File: src/inc/xor_nibble_pkg.sv
// Shared constants, types and register map of the xor / nibble-exchange execution unit
package xor_nibble_pkg;

   // -----------------------------------------------------------------
   // Register map (byte addresses on the register bus)
   // -----------------------------------------------------------------
   localparam logic [7:0] REG_INSTR = 8'h00;      // Opcode and operand bytes, starts execution
   localparam logic [7:0] REG_ACC = 8'h04;        // Accumulator
   localparam logic [7:0] REG_STATUS_WORD = 8'h08; // Program status word
   localparam logic [7:0] REG_PORT_LATCH = 8'h0C; // First I/O port output latch
   localparam logic [7:0] REG_MEM_ADDR = 8'h10;   // Internal memory window address
   localparam logic [7:0] REG_MEM_DATA = 8'h14;   // Internal memory window data
   localparam logic [7:0] REG_EXEC_STATUS = 8'h18; // Busy and illegal-opcode flags

   // -----------------------------------------------------------------
   // Field positions and reset values
   // -----------------------------------------------------------------
   localparam int PARITY_BIT = 0;        // Parity flag in the status word
   localparam int BANK_LO_BIT = 3;       // bank_select_low
   localparam int BANK_HI_BIT = 4;       // bank_select_high
   localparam int BUSY_BIT = 0;          // Execution status: busy
   localparam int ILLEGAL_BIT = 1;       // Execution status: sticky illegal opcode
   localparam logic [7:0] ACC_RESET = 8'h00;
   localparam logic [7:0] STATUS_RESET = 8'h00;
   localparam logic [7:0] LATCH_RESET = 8'hFF;
   localparam logic [7:0] UNDEF_DATA = 8'hFF; // Returned by out-of-range indirect reads

   // -----------------------------------------------------------------
   // Direct address space
   // -----------------------------------------------------------------
   localparam logic [7:0] SFR_BASE = 8'h80;      // Below this is internal memory
   localparam logic [7:0] ADDR_PORT0 = 8'h90;    // First I/O port
   localparam logic [7:0] ADDR_STATUS = 8'hD0;   // Status word
   localparam logic [7:0] ADDR_ACC = 8'hE0;      // Accumulator

   // -----------------------------------------------------------------
   // Opcodes
   // -----------------------------------------------------------------
   localparam logic [6:0] OP_NIBBLE_SWAP_HI = 7'h6B; // low_nibble_swap_op, top seven bits
   localparam logic [7:0] OP_XOR_DIR_ACC = 8'h62;    // bitwise_xor_op direct <- acc
   localparam logic [7:0] OP_XOR_DIR_IMM = 8'h63;    // bitwise_xor_op direct <- immediate
   localparam logic [7:0] OP_XOR_IMM = 8'h64;        // bitwise_xor_op acc <- immediate
   localparam logic [7:0] OP_XOR_DIR = 8'h65;        // bitwise_xor_op acc <- direct
   localparam logic [6:0] OP_XOR_IND_HI = 7'h33;     // bitwise_xor_op acc <- indirect
   localparam logic [4:0] OP_XOR_REG_HI = 5'h0D;     // bitwise_xor_op acc <- working reg

   // -----------------------------------------------------------------
   // Bus responses
   // -----------------------------------------------------------------
   localparam logic [1:0] RESP_OKAY = 2'h0;
   localparam logic [1:0] RESP_SLVERR = 2'h2;

   // -----------------------------------------------------------------
   // Types
   // -----------------------------------------------------------------
   typedef struct packed {
      logic [7:0] operand2; // Third instruction byte
      logic [7:0] operand1; // Second instruction byte
      logic [7:0] opcode;   // First instruction byte
   } instr_s;

   typedef enum logic [1:0] {
      ST_IDLE = 2'b00,
      ST_EXEC = 2'b01,
      ST_EXEC2 = 2'b10
   } exec_state_e;

endpackage

File: src/hdl/xor_nibble_exec.sv
// Execution unit for the xor group and the low-nibble exchange, with register-bus access
//
// Functional notes
// - Nibble swap exchanges low nibbles only
// - Nibble swap: one byte, bit0 selects pointer
// - Xor immediate into accumulator, two bytes
// - Xor indirect into accumulator, bit0 selects pointer
// - Xor working register into accumulator
// - Xor direct byte into accumulator
// - Xor immediate into memory, three bytes, two cycles
// - Address 90H is the first port
// - Parity bit tracks accumulator odd ones
// - Port source reads the input pins
// - Port read-modify-write uses the latch
// - Pointer at 128 or more: undefined, lost
`timescale 1ns/1ps
`default_nettype none

module xor_nibble_exec #(
   parameter int ADDR_W = 8,    // Decoded register-bus address bits
   parameter int RAM_DEPTH = 128 // Internal memory bytes
) (
   // Clock and reset
   input wire logic core_clk,
   input wire logic reset_n,
   // Register bus, write address and data
   input wire logic [31:0] s_axi_awaddr,
   input wire logic s_axi_awvalid,
   output logic s_axi_awready,
   input wire logic [31:0] s_axi_wdata,
   input wire logic [3:0] s_axi_wstrb,
   input wire logic s_axi_wvalid,
   output logic s_axi_wready,
   // Register bus, write response
   output logic [1:0] s_axi_bresp,
   output logic s_axi_bvalid,
   input wire logic s_axi_bready,
   // Register bus, read
   input wire logic [31:0] s_axi_araddr,
   input wire logic s_axi_arvalid,
   output logic s_axi_arready,
   output logic [31:0] s_axi_rdata,
   output logic [1:0] s_axi_rresp,
   output logic s_axi_rvalid,
   input wire logic s_axi_rready,
   // First I/O port
   input wire logic [7:0] port_pins,
   output logic [7:0] port_out
);

   initial begin
      if (ADDR_W < 8 || ADDR_W > 32 || RAM_DEPTH != 128) begin
         $error("xor_nibble_exec: unsupported parameter values");
      end
   end

   // ---------------------------------------------------------------
   // Architectural state
   // ---------------------------------------------------------------
   logic [7:0] ram [RAM_DEPTH]; // Internal memory, working registers in the low 32 bytes
   logic [7:0] acc;             // Accumulator
   logic [7:1] flag_bits; // Stored status word bits, parity is derived
   logic [7:0] port_latch;      // Output latch of the first port
   logic [6:0] mem_addr;        // Memory window pointer for software
   logic illegal;               // Sticky illegal opcode flag
   xor_nibble_pkg::instr_s ins; // Instruction being executed
   xor_nibble_pkg::exec_state_e state;
   logic [7:0] program_status_word;

   // Parity is never stored, so it cannot disagree with the accumulator
   assign program_status_word = {flag_bits, ^acc};

   // ---------------------------------------------------------------
   // Direct-address read
   // ---------------------------------------------------------------
   // Port reads pick pins or latch; the caller says which
   function automatic logic [7:0] dir_read(input logic [7:0] a, input logic use_latch);
      logic [7:0] v;
      v = 8'h00;
      if (a < xor_nibble_pkg::SFR_BASE) begin
         v = ram[a[6:0]];
      end else if (a == xor_nibble_pkg::ADDR_PORT0) begin
         v = use_latch ? port_latch : port_pins;
      end else if (a == xor_nibble_pkg::ADDR_ACC) begin
         v = acc;
      end else if (a == xor_nibble_pkg::ADDR_STATUS) begin
         v = program_status_word;
      end
      return v;
   endfunction

   // ---------------------------------------------------------------
   // Operand fetch
   // ---------------------------------------------------------------
   logic [1:0] bank;        // Selected register bank
   logic [7:0] pointer;     // Indirect pointer register contents
   logic ind_ok;            // Pointer inside internal memory
   logic [7:0] ind_val;     // Indirect operand
   logic [7:0] work_reg_val; // Working register operand

   always_comb begin
      bank = {flag_bits[xor_nibble_pkg::BANK_HI_BIT], flag_bits[xor_nibble_pkg::BANK_LO_BIT]};
      pointer = ram[{2'b00, bank, 2'b00, ins.opcode[0]}];
      ind_ok = (pointer < xor_nibble_pkg::SFR_BASE);
      // Out-of-range pointer gives undefined data, timing is unchanged
      ind_val = ind_ok ? ram[pointer[6:0]] : xor_nibble_pkg::UNDEF_DATA;
      work_reg_val = ram[{2'b00, bank, ins.opcode[2:0]}];
   end

   // ---------------------------------------------------------------
   // Execute: decode and next values
   // ---------------------------------------------------------------
   logic acc_wr;            // Execution writes the accumulator
   logic [7:0] next_acc;
   logic dir_wr;            // Execution writes a direct address
   logic [7:0] dir_wa;
   logic [7:0] dir_wd;
   logic two_cycle;         // Opcode needs a second cycle
   logic bad_op;            // Opcode not served here

   always_comb begin
      acc_wr = 1'b0;
      next_acc = acc;
      dir_wr = 1'b0;
      dir_wa = ins.operand1;
      dir_wd = 8'h00;
      two_cycle = (ins.opcode == xor_nibble_pkg::OP_XOR_DIR_IMM);
      bad_op = 1'b0;
      if (ins.opcode[7:1] == xor_nibble_pkg::OP_NIBBLE_SWAP_HI) begin
         // Upper nibbles stay, lower nibbles trade places
         acc_wr = 1'b1;
         next_acc = {acc[7:4], ind_val[3:0]};
         dir_wr = ind_ok;
         dir_wa = pointer;
         dir_wd = {ind_val[7:4], acc[3:0]};
      end else if (ins.opcode == xor_nibble_pkg::OP_XOR_IMM) begin
         acc_wr = 1'b1;
         next_acc = acc ^ ins.operand1;
      end else if (ins.opcode[7:1] == xor_nibble_pkg::OP_XOR_IND_HI) begin
         acc_wr = 1'b1;
         next_acc = acc ^ ind_val;
      end else if (ins.opcode[7:3] == xor_nibble_pkg::OP_XOR_REG_HI) begin
         acc_wr = 1'b1;
         next_acc = acc ^ work_reg_val;
      end else if (ins.opcode == xor_nibble_pkg::OP_XOR_DIR) begin
         acc_wr = 1'b1;
         next_acc = acc ^ dir_read(ins.operand1, 1'b0);
      end else if (ins.opcode == xor_nibble_pkg::OP_XOR_DIR_ACC) begin
         dir_wr = 1'b1;
         dir_wd = dir_read(ins.operand1, 1'b1) ^ acc;
      end else if (two_cycle) begin
         // Write lands in the second cycle only
         dir_wr = (state == xor_nibble_pkg::ST_EXEC2);
         dir_wd = dir_read(ins.operand1, 1'b1) ^ ins.operand2;
      end else begin
         bad_op = 1'b1;
      end
      // Only a finishing cycle commits anything
      if (state == xor_nibble_pkg::ST_IDLE || (two_cycle && state == xor_nibble_pkg::ST_EXEC)) begin
         acc_wr = 1'b0;
         dir_wr = 1'b0;
      end
   end

   // ---------------------------------------------------------------
   // Register bus decode
   // ---------------------------------------------------------------
   logic busy;
   logic wr_take;           // Address and data taken together
   logic rd_take;
   logic [ADDR_W-1:0] wa;
   logic wr_mapped;
   logic wr_ok;             // Write accepted and applied
   logic [7:0] wb0;         // Write data lane 0, masked by its strobe

   assign busy = (state != xor_nibble_pkg::ST_IDLE);
   // Both channels are required at once; a lone channel simply waits
   assign wr_take = s_axi_awvalid && s_axi_wvalid && !s_axi_bvalid;
   assign s_axi_awready = wr_take;
   assign s_axi_wready = wr_take;
   assign rd_take = s_axi_arvalid && !s_axi_rvalid;
   assign s_axi_arready = !s_axi_rvalid;
   assign wa = s_axi_awaddr[ADDR_W-1:0];
   assign wb0 = s_axi_wstrb[0] ? s_axi_wdata[7:0] : 8'h00;

   function automatic logic is_mapped(input logic [ADDR_W-1:0] a);
      return a == ADDR_W'(xor_nibble_pkg::REG_INSTR) || a == ADDR_W'(xor_nibble_pkg::REG_ACC)
         || a == ADDR_W'(xor_nibble_pkg::REG_STATUS_WORD)
         || a == ADDR_W'(xor_nibble_pkg::REG_PORT_LATCH)
         || a == ADDR_W'(xor_nibble_pkg::REG_MEM_ADDR)
         || a == ADDR_W'(xor_nibble_pkg::REG_MEM_DATA)
         || a == ADDR_W'(xor_nibble_pkg::REG_EXEC_STATUS);
   endfunction

   // State-changing writes are refused while an instruction runs
   assign wr_mapped = is_mapped(wa);
   assign wr_ok = wr_take && wr_mapped && !busy;

   function automatic logic sw_hit(input logic [7:0] r);
      return wr_ok && wa == ADDR_W'(r);
   endfunction

   // ---------------------------------------------------------------
   // Control sequencer
   // ---------------------------------------------------------------
   always_ff @(posedge core_clk) begin
      if (!reset_n) begin
         state <= xor_nibble_pkg::ST_IDLE;
      end else begin
         unique case (state)
            xor_nibble_pkg::ST_IDLE: begin
               if (sw_hit(xor_nibble_pkg::REG_INSTR)) begin
                  state <= xor_nibble_pkg::ST_EXEC;
               end
            end
            xor_nibble_pkg::ST_EXEC: begin
               state <= two_cycle ? xor_nibble_pkg::ST_EXEC2 : xor_nibble_pkg::ST_IDLE;
            end
            xor_nibble_pkg::ST_EXEC2: begin
               state <= xor_nibble_pkg::ST_IDLE;
            end
            default: begin
               state <= xor_nibble_pkg::ST_IDLE;
            end
         endcase
      end
   end

   // Instruction bytes, captured when software issues one
   always_ff @(posedge core_clk) begin
      if (!reset_n) begin
         ins <= '0;
      end else if (sw_hit(xor_nibble_pkg::REG_INSTR)) begin
         ins <= {s_axi_wstrb[2] ? s_axi_wdata[23:16] : 8'h00,
                 s_axi_wstrb[1] ? s_axi_wdata[15:8] : 8'h00, wb0};
      end
   end

   // Illegal opcode flag: set wins over a write-one clear
   always_ff @(posedge core_clk) begin
      if (!reset_n) begin
         illegal <= 1'b0;
      end else if (state == xor_nibble_pkg::ST_EXEC && bad_op) begin
         illegal <= 1'b1;
      end else if (sw_hit(xor_nibble_pkg::REG_EXEC_STATUS) && wb0[xor_nibble_pkg::ILLEGAL_BIT]) begin
         illegal <= 1'b0;
      end
   end

   // ---------------------------------------------------------------
   // Datapath registers
   // ---------------------------------------------------------------
   // Accumulator, from execution or software
   always_ff @(posedge core_clk) begin
      if (!reset_n) begin
         acc <= xor_nibble_pkg::ACC_RESET;
      end else if (dir_wr && dir_wa == xor_nibble_pkg::ADDR_ACC) begin
         acc <= dir_wd;
      end else if (acc_wr) begin
         acc <= next_acc;
      end else if (sw_hit(xor_nibble_pkg::REG_ACC)) begin
         acc <= wb0;
      end
   end

   // Status word: flags change only on an explicit write to its address
   always_ff @(posedge core_clk) begin
      if (!reset_n) begin
         flag_bits <= xor_nibble_pkg::STATUS_RESET[7:1];
      end else if (dir_wr && dir_wa == xor_nibble_pkg::ADDR_STATUS) begin
         flag_bits <= dir_wd[7:1];
      end else if (sw_hit(xor_nibble_pkg::REG_STATUS_WORD)) begin
         flag_bits <= wb0[7:1];
      end
   end

   // Port latch, reached at its direct address
   always_ff @(posedge core_clk) begin
      if (!reset_n) begin
         port_latch <= xor_nibble_pkg::LATCH_RESET;
      end else if (dir_wr && dir_wa == xor_nibble_pkg::ADDR_PORT0) begin
         port_latch <= dir_wd;
      end else if (sw_hit(xor_nibble_pkg::REG_PORT_LATCH)) begin
         port_latch <= wb0;
      end
   end
   assign port_out = port_latch;

   // Memory window pointer
   always_ff @(posedge core_clk) begin
      if (!reset_n) begin
         mem_addr <= '0;
      end else if (sw_hit(xor_nibble_pkg::REG_MEM_ADDR)) begin
         mem_addr <= wb0[6:0];
      end
   end

   // Internal memory has no reset, as real RAM would not
   always_ff @(posedge core_clk) begin
      if (dir_wr && dir_wa < xor_nibble_pkg::SFR_BASE) begin
         ram[dir_wa[6:0]] <= dir_wd;
      end else if (sw_hit(xor_nibble_pkg::REG_MEM_DATA)) begin
         ram[mem_addr] <= wb0;
      end
   end

   // ---------------------------------------------------------------
   // Bus responses
   // ---------------------------------------------------------------
   always_ff @(posedge core_clk) begin
      if (!reset_n) begin
         s_axi_bvalid <= 1'b0;
         s_axi_bresp <= xor_nibble_pkg::RESP_OKAY;
      end else if (wr_take) begin
         s_axi_bvalid <= 1'b1;
         s_axi_bresp <= wr_ok ? xor_nibble_pkg::RESP_OKAY : xor_nibble_pkg::RESP_SLVERR;
      end else if (s_axi_bready) begin
         s_axi_bvalid <= 1'b0;
      end
   end

   logic [ADDR_W-1:0] ra;
   logic [7:0] rd_byte;
   assign ra = s_axi_araddr[ADDR_W-1:0];

   // Read mux, low byte only; upper bits read zero
   always_comb begin
      rd_byte = 8'h00;
      unique case (ra)
         ADDR_W'(xor_nibble_pkg::REG_INSTR): rd_byte = ins.opcode;
         ADDR_W'(xor_nibble_pkg::REG_ACC): rd_byte = acc;
         ADDR_W'(xor_nibble_pkg::REG_STATUS_WORD): rd_byte = program_status_word;
         ADDR_W'(xor_nibble_pkg::REG_PORT_LATCH): rd_byte = port_latch;
         ADDR_W'(xor_nibble_pkg::REG_MEM_ADDR): rd_byte = {1'b0, mem_addr};
         ADDR_W'(xor_nibble_pkg::REG_MEM_DATA): rd_byte = ram[mem_addr];
         ADDR_W'(xor_nibble_pkg::REG_EXEC_STATUS): rd_byte = {6'h00, illegal, busy};
         default: rd_byte = 8'h00;
      endcase
   end

   always_ff @(posedge core_clk) begin
      if (!reset_n) begin
         s_axi_rvalid <= 1'b0;
         s_axi_rdata <= 32'h00000000;
         s_axi_rresp <= xor_nibble_pkg::RESP_OKAY;
      end else if (rd_take) begin
         s_axi_rvalid <= 1'b1;
         s_axi_rdata <= {24'h000000, rd_byte};
         s_axi_rresp <= is_mapped(ra) ? xor_nibble_pkg::RESP_OKAY : xor_nibble_pkg::RESP_SLVERR;
      end else if (s_axi_rready) begin
         s_axi_rvalid <= 1'b0;
      end
   end

   logic fin;
   assign fin = (state == xor_nibble_pkg::ST_EXEC) && !two_cycle;
endmodule

`default_nettype wire

File: config.mk
export PLATFORM = sky130hd
export DESIGN_NAME = xor_nibble_exec
export DESIGN_NICKNAME = d
export VERILOG_FILES = /design/src/inc/xor_nibble_pkg.sv /design/src/hdl/xor_nibble_exec.sv
export SDC_FILE = /design/constraint.sdc
export NUM_CORES = 2
export LEC_CHECK = 0
export ABC_AREA = 1
export CORE_MARGIN = 4
export CORE_UTILIZATION = 30
export CTS_CLUSTER_SIZE = 16
export DETAILED_ROUTE_END_ITERATION = 8
export DONT_BUFFER_PORTS = 1
export HOLD_SLACK_MARGIN = 0.1
export PLACE_DENSITY_LB_ADDON = 0.15
export SYNTH_ARGS = -nofsm -noshare
export SYNTH_HDL_FRONTEND = slang
export SYNTH_SLANG_ARGS = --single-unit
File: constraint.sdc
create_clock -name core_clk -period 12.1 [get_ports core_clk]
set_input_delay 2.42 -clock core_clk [delete_from_list [all_inputs] [get_ports core_clk]]
set_output_delay 2.42 -clock core_clk [all_outputs]
set_load 0.05 [all_outputs]
==> results.sh <==
export IMPL_outcome="finished clean"
export IMPL_io_buffers=0
export IMPL_syn_inst=8814
export IMPL_clkPwrFrac_pct=50.3
export IMPL_synth_most_common_cell="o21ai_0"
export IMPL_place_congestion=0.944
export IMPL_rsz0062_at_grt="no"
export IMPL_grt_max_degree=183
export IMPL_cts_sink_count=1107
export IMPL_finalCriticalPeriod_ns=7.61
export IMPL_die_y_um=489
export IMPL_numCtsBuffers=144
export IMPL_p_comb_share_pct=0.5
export IMPL_synth_cell_type_count=56
export IMPL_synth_async_sr_flop_share_pct=0
export IMPL_finalCritPeriodShare_pct=62.9
export IMPL_gr_total_overflow=0
export IMPL_cts_setup_buffers=0
export IMPL_antenna_found_initial=17
export IMPL_synth_ff_type="edfxtp_1"
export IMPL_p_sw_share_pct=22.1
export IMPL_utilization_pct=33.2
export IMPL_cp_required_ns=12.47
export IMPL_hold_slack_ns=0.490
export IMPL_path_class="reg -> reg"
export IMPL_avgViaCountPerCell=6.05
export IMPL_fin_skew_ns=0.0402
export IMPL_drive_above_1_share_pct=5.78
export IMPL_synthTopCellsByCount="o21ai_0, nand2_1, nand3_1, edfxtp_1, nor2_1"
export IMPL_yosys_area_top_type="edfxtp_1"
export IMPL_root_buffer="clkbuf_16"
export IMPL_tns_ns=0
export IMPL_cp_arrival_ns=7.97
export IMPL_hp_class="reg -> reg"
export IMPL_path_max_fanout=128
export IMPL_busiest_layer="met2"
export IMPL_p_leak_nw=26.1
export IMPL_track_usage_pct=27.7
export IMPL_insertion_delay_ns=0.82
export IMPL_p_int_mw=6.51
export IMPL_timing_final_hold_violations=0
export IMPL_drt_iter0_drc=10400
export IMPL_drc=0
export IMPL_dieWidth_um=489
export IMPL_rows=176
export IMPL_finalPower_mw=8.36
export IMPL_cp_end_kind="flop"
export IMPL_dp_hpwl_um=207000
export IMPL_clk_path_buf_depth=3
export IMPL_startpoint_type="flop"
export IMPL_use_met2_pct=42.4
export IMPL_vdd_drop_max_mv=0.147
export IMPL_p_seq_share_pct=49.3
export IMPL_ys_ff_latch=1107
export IMPL_ant_nets=0
export IMPL_synth_edf_count=1024
export IMPL_routedWlPerCell_um=30.0
export IMPL_drv_slew=0
export IMPL_netlist_area_leader_share_pct=44.3
export IMPL_ys_seq_area_share_pct=46.7
export IMPL_syn_area_per_cell_um2=7.88
export IMPL_start_util_pct=30.2
export IMPL_htreeDepth=4
export IMPL_synthesis_area_um2=69400
export IMPL_grt_pass1_vias=63900
export IMPL_met1_usage_pct=37.0
export IMPL_cts_tree="done"
export IMPL_yosysWarnings=0
export IMPL_power_switching_mw=1.85
export IMPL_io_pins=164
export IMPL_dpl_cell_area_um2=71800
export IMPL_tightest_slew_ns=1.44
export IMPL_num_vias=69800
export IMPL_power_density_nw_per_um2=110
export IMPL_grt_util_met3_pct=6.87
export IMPL_die_area_um2=239000
export IMPL_cts_hold_buf=0
export IMPL_timing_slew_headroom_pct=3.69
export IMPL_yosys_top_cells_area="edfxtp_1, o21ai_0, nand3_1, nand2_1, a21oi_1"
export IMPL_maxCapViolCount=0
export IMPL_first_pass_iters=9
export IMPL_nets=8519
export IMPL_drt_wl_total_um=346000
export IMPL_core_um2=230000
export IMPL_setup_viol=0
export IMPL_grt_pass1_wl_um=480000
export IMPL_fmax_mhz=131
export IMPL_design_area_um2=76300
export IMPL_clk_pin_slew_worst_paths_ns=0.05
export IMPL_areaGrowthSynthToFinish_pct=9.92
export IMPL_ctsResizeCount=0
## power by group through the flow
stage	combinational [mW]	sequential (mW)	clock [mW]
after floorplan	0.0401	4.20	0
after global placement	0.0391	4.20	0
after detailed placement	0.0390	4.20	0
after CTS	0.0391	4.12	4.26
after global routing	0.0421	4.12	4.41
final	0.0394	4.12	4.20
## area by class of cell
class | count | area, µm²
tap | 3026 | 3790
clock inverter | 72 | 579
sequential | 1107 | 32400
antenna | 2 | 5.00
fill | 23800 | 154000
clock buffer | 185 | 3880
multi-input combinational | 6296 | 31300
inverter | 655 | 2500
timing repair buffer | 200 | 1820
## metal layers
layer,wire length (µm),vias to the layer above
met5,208,-
met4,16900,14
met2,150000,4682
met1,138000,33900
li1,-,30400
met3,40400,848
## critical path: stages (launching register included)
cell	delay, ns
dfxtp_2	0.57
buf_4	0.68
nand2_1	0.16
nand3_1	0.19
nand3_4	0.47
nand2_4	0.80
buf_4	0.69
buf_4	0.73
nand2_1	0.10
nand3_1	0.10
nand3_1	0.12
nand3_1	0.17
nand3_1	0.11
nand3_1	0.35
nand3_1	0.32
nand2_1	0.29
nand2_1	0.08
nand2_1	0.10
nand2_1	0.19
nand2_1	0.16
o21ai_4	0.08
buf_12	0.20
## state kept, by name, indices dropped and copies added, names as in the netlist, named ones only
| signal | flops |
|---|---|
| s_axi_bresp | 1 |
| flag_bits | 7 |
| acc | 8 |
| s_axi_rresp | 1 |
| s_axi_bvalid | 1 |
| s_axi_rdata | 8 |
| mem_addr | 7 |
| s_axi_rvalid | 1 |
| state | 2 |
| ram | 1024 |
| port_out | 8 |
| ins | 24 |
| illegal | 1 |
## path summary, 6_finish.rpt
kind,from,to,slack [ns],cells after the start
setup reg to reg,ins[0],ram[112][6],4.49,21
setup / recovery,ins[0],ram[112][6],4.49,21
hold / removal,illegal,illegal,0.49,2
hold reg to reg,illegal,illegal,0.49,2
## layout by cell type (no fill, tap or decap), types with 26 or more instances in the layout
cell       Yosys  routed
conb_1         1      26
clkbuf_16      0     148
o211ai_1     347     347
o22ai_1       84      84
clkinv_2       0      26
a21oi_1      655     655
o221ai_1      71      71
buf_12         0      26
nor3_1        35      34
o21ai_1       66      66
a221oi_1      30      30
dfxtp_1       83      72
nand2_1     1326    1322
edfxtp_1    1024    1024
inv_1        625     619
o21ai_0     1555    1547
nand3_1     1118    1118
clkbuf_1     327      33
nor2_1       709     703
buf_4         52     173
clkinv_1      10      38
nand3b_1     133     133
## kinds of logic (layout without fill, tap and decap cells)
family	Yosys count	after routing	synth area share, %
buffers and inverters	1436	1112	8.70
flip-flops	1107	1107	46.7
other	1	28	0.00540
AND/OR/NAND/NOR	3367	3367	21.3
AO/OA/AOI/OAI	2890	2890	23.2
XOR/XNOR	13	13	0.164
## per-stage QoR
stage | instances | worst slack [ns]
4_1_cts | 11500 | 4.87
6_report | 11500 | 4.49
3_3_place_gp | 11300 | 4.81
5_1_grt | 11500 | 4.43
2_1_floorplan | 8839 | 1.71
3_5_place_dp | 11300 | 4.80
Power figures use the tool's default switching activity.
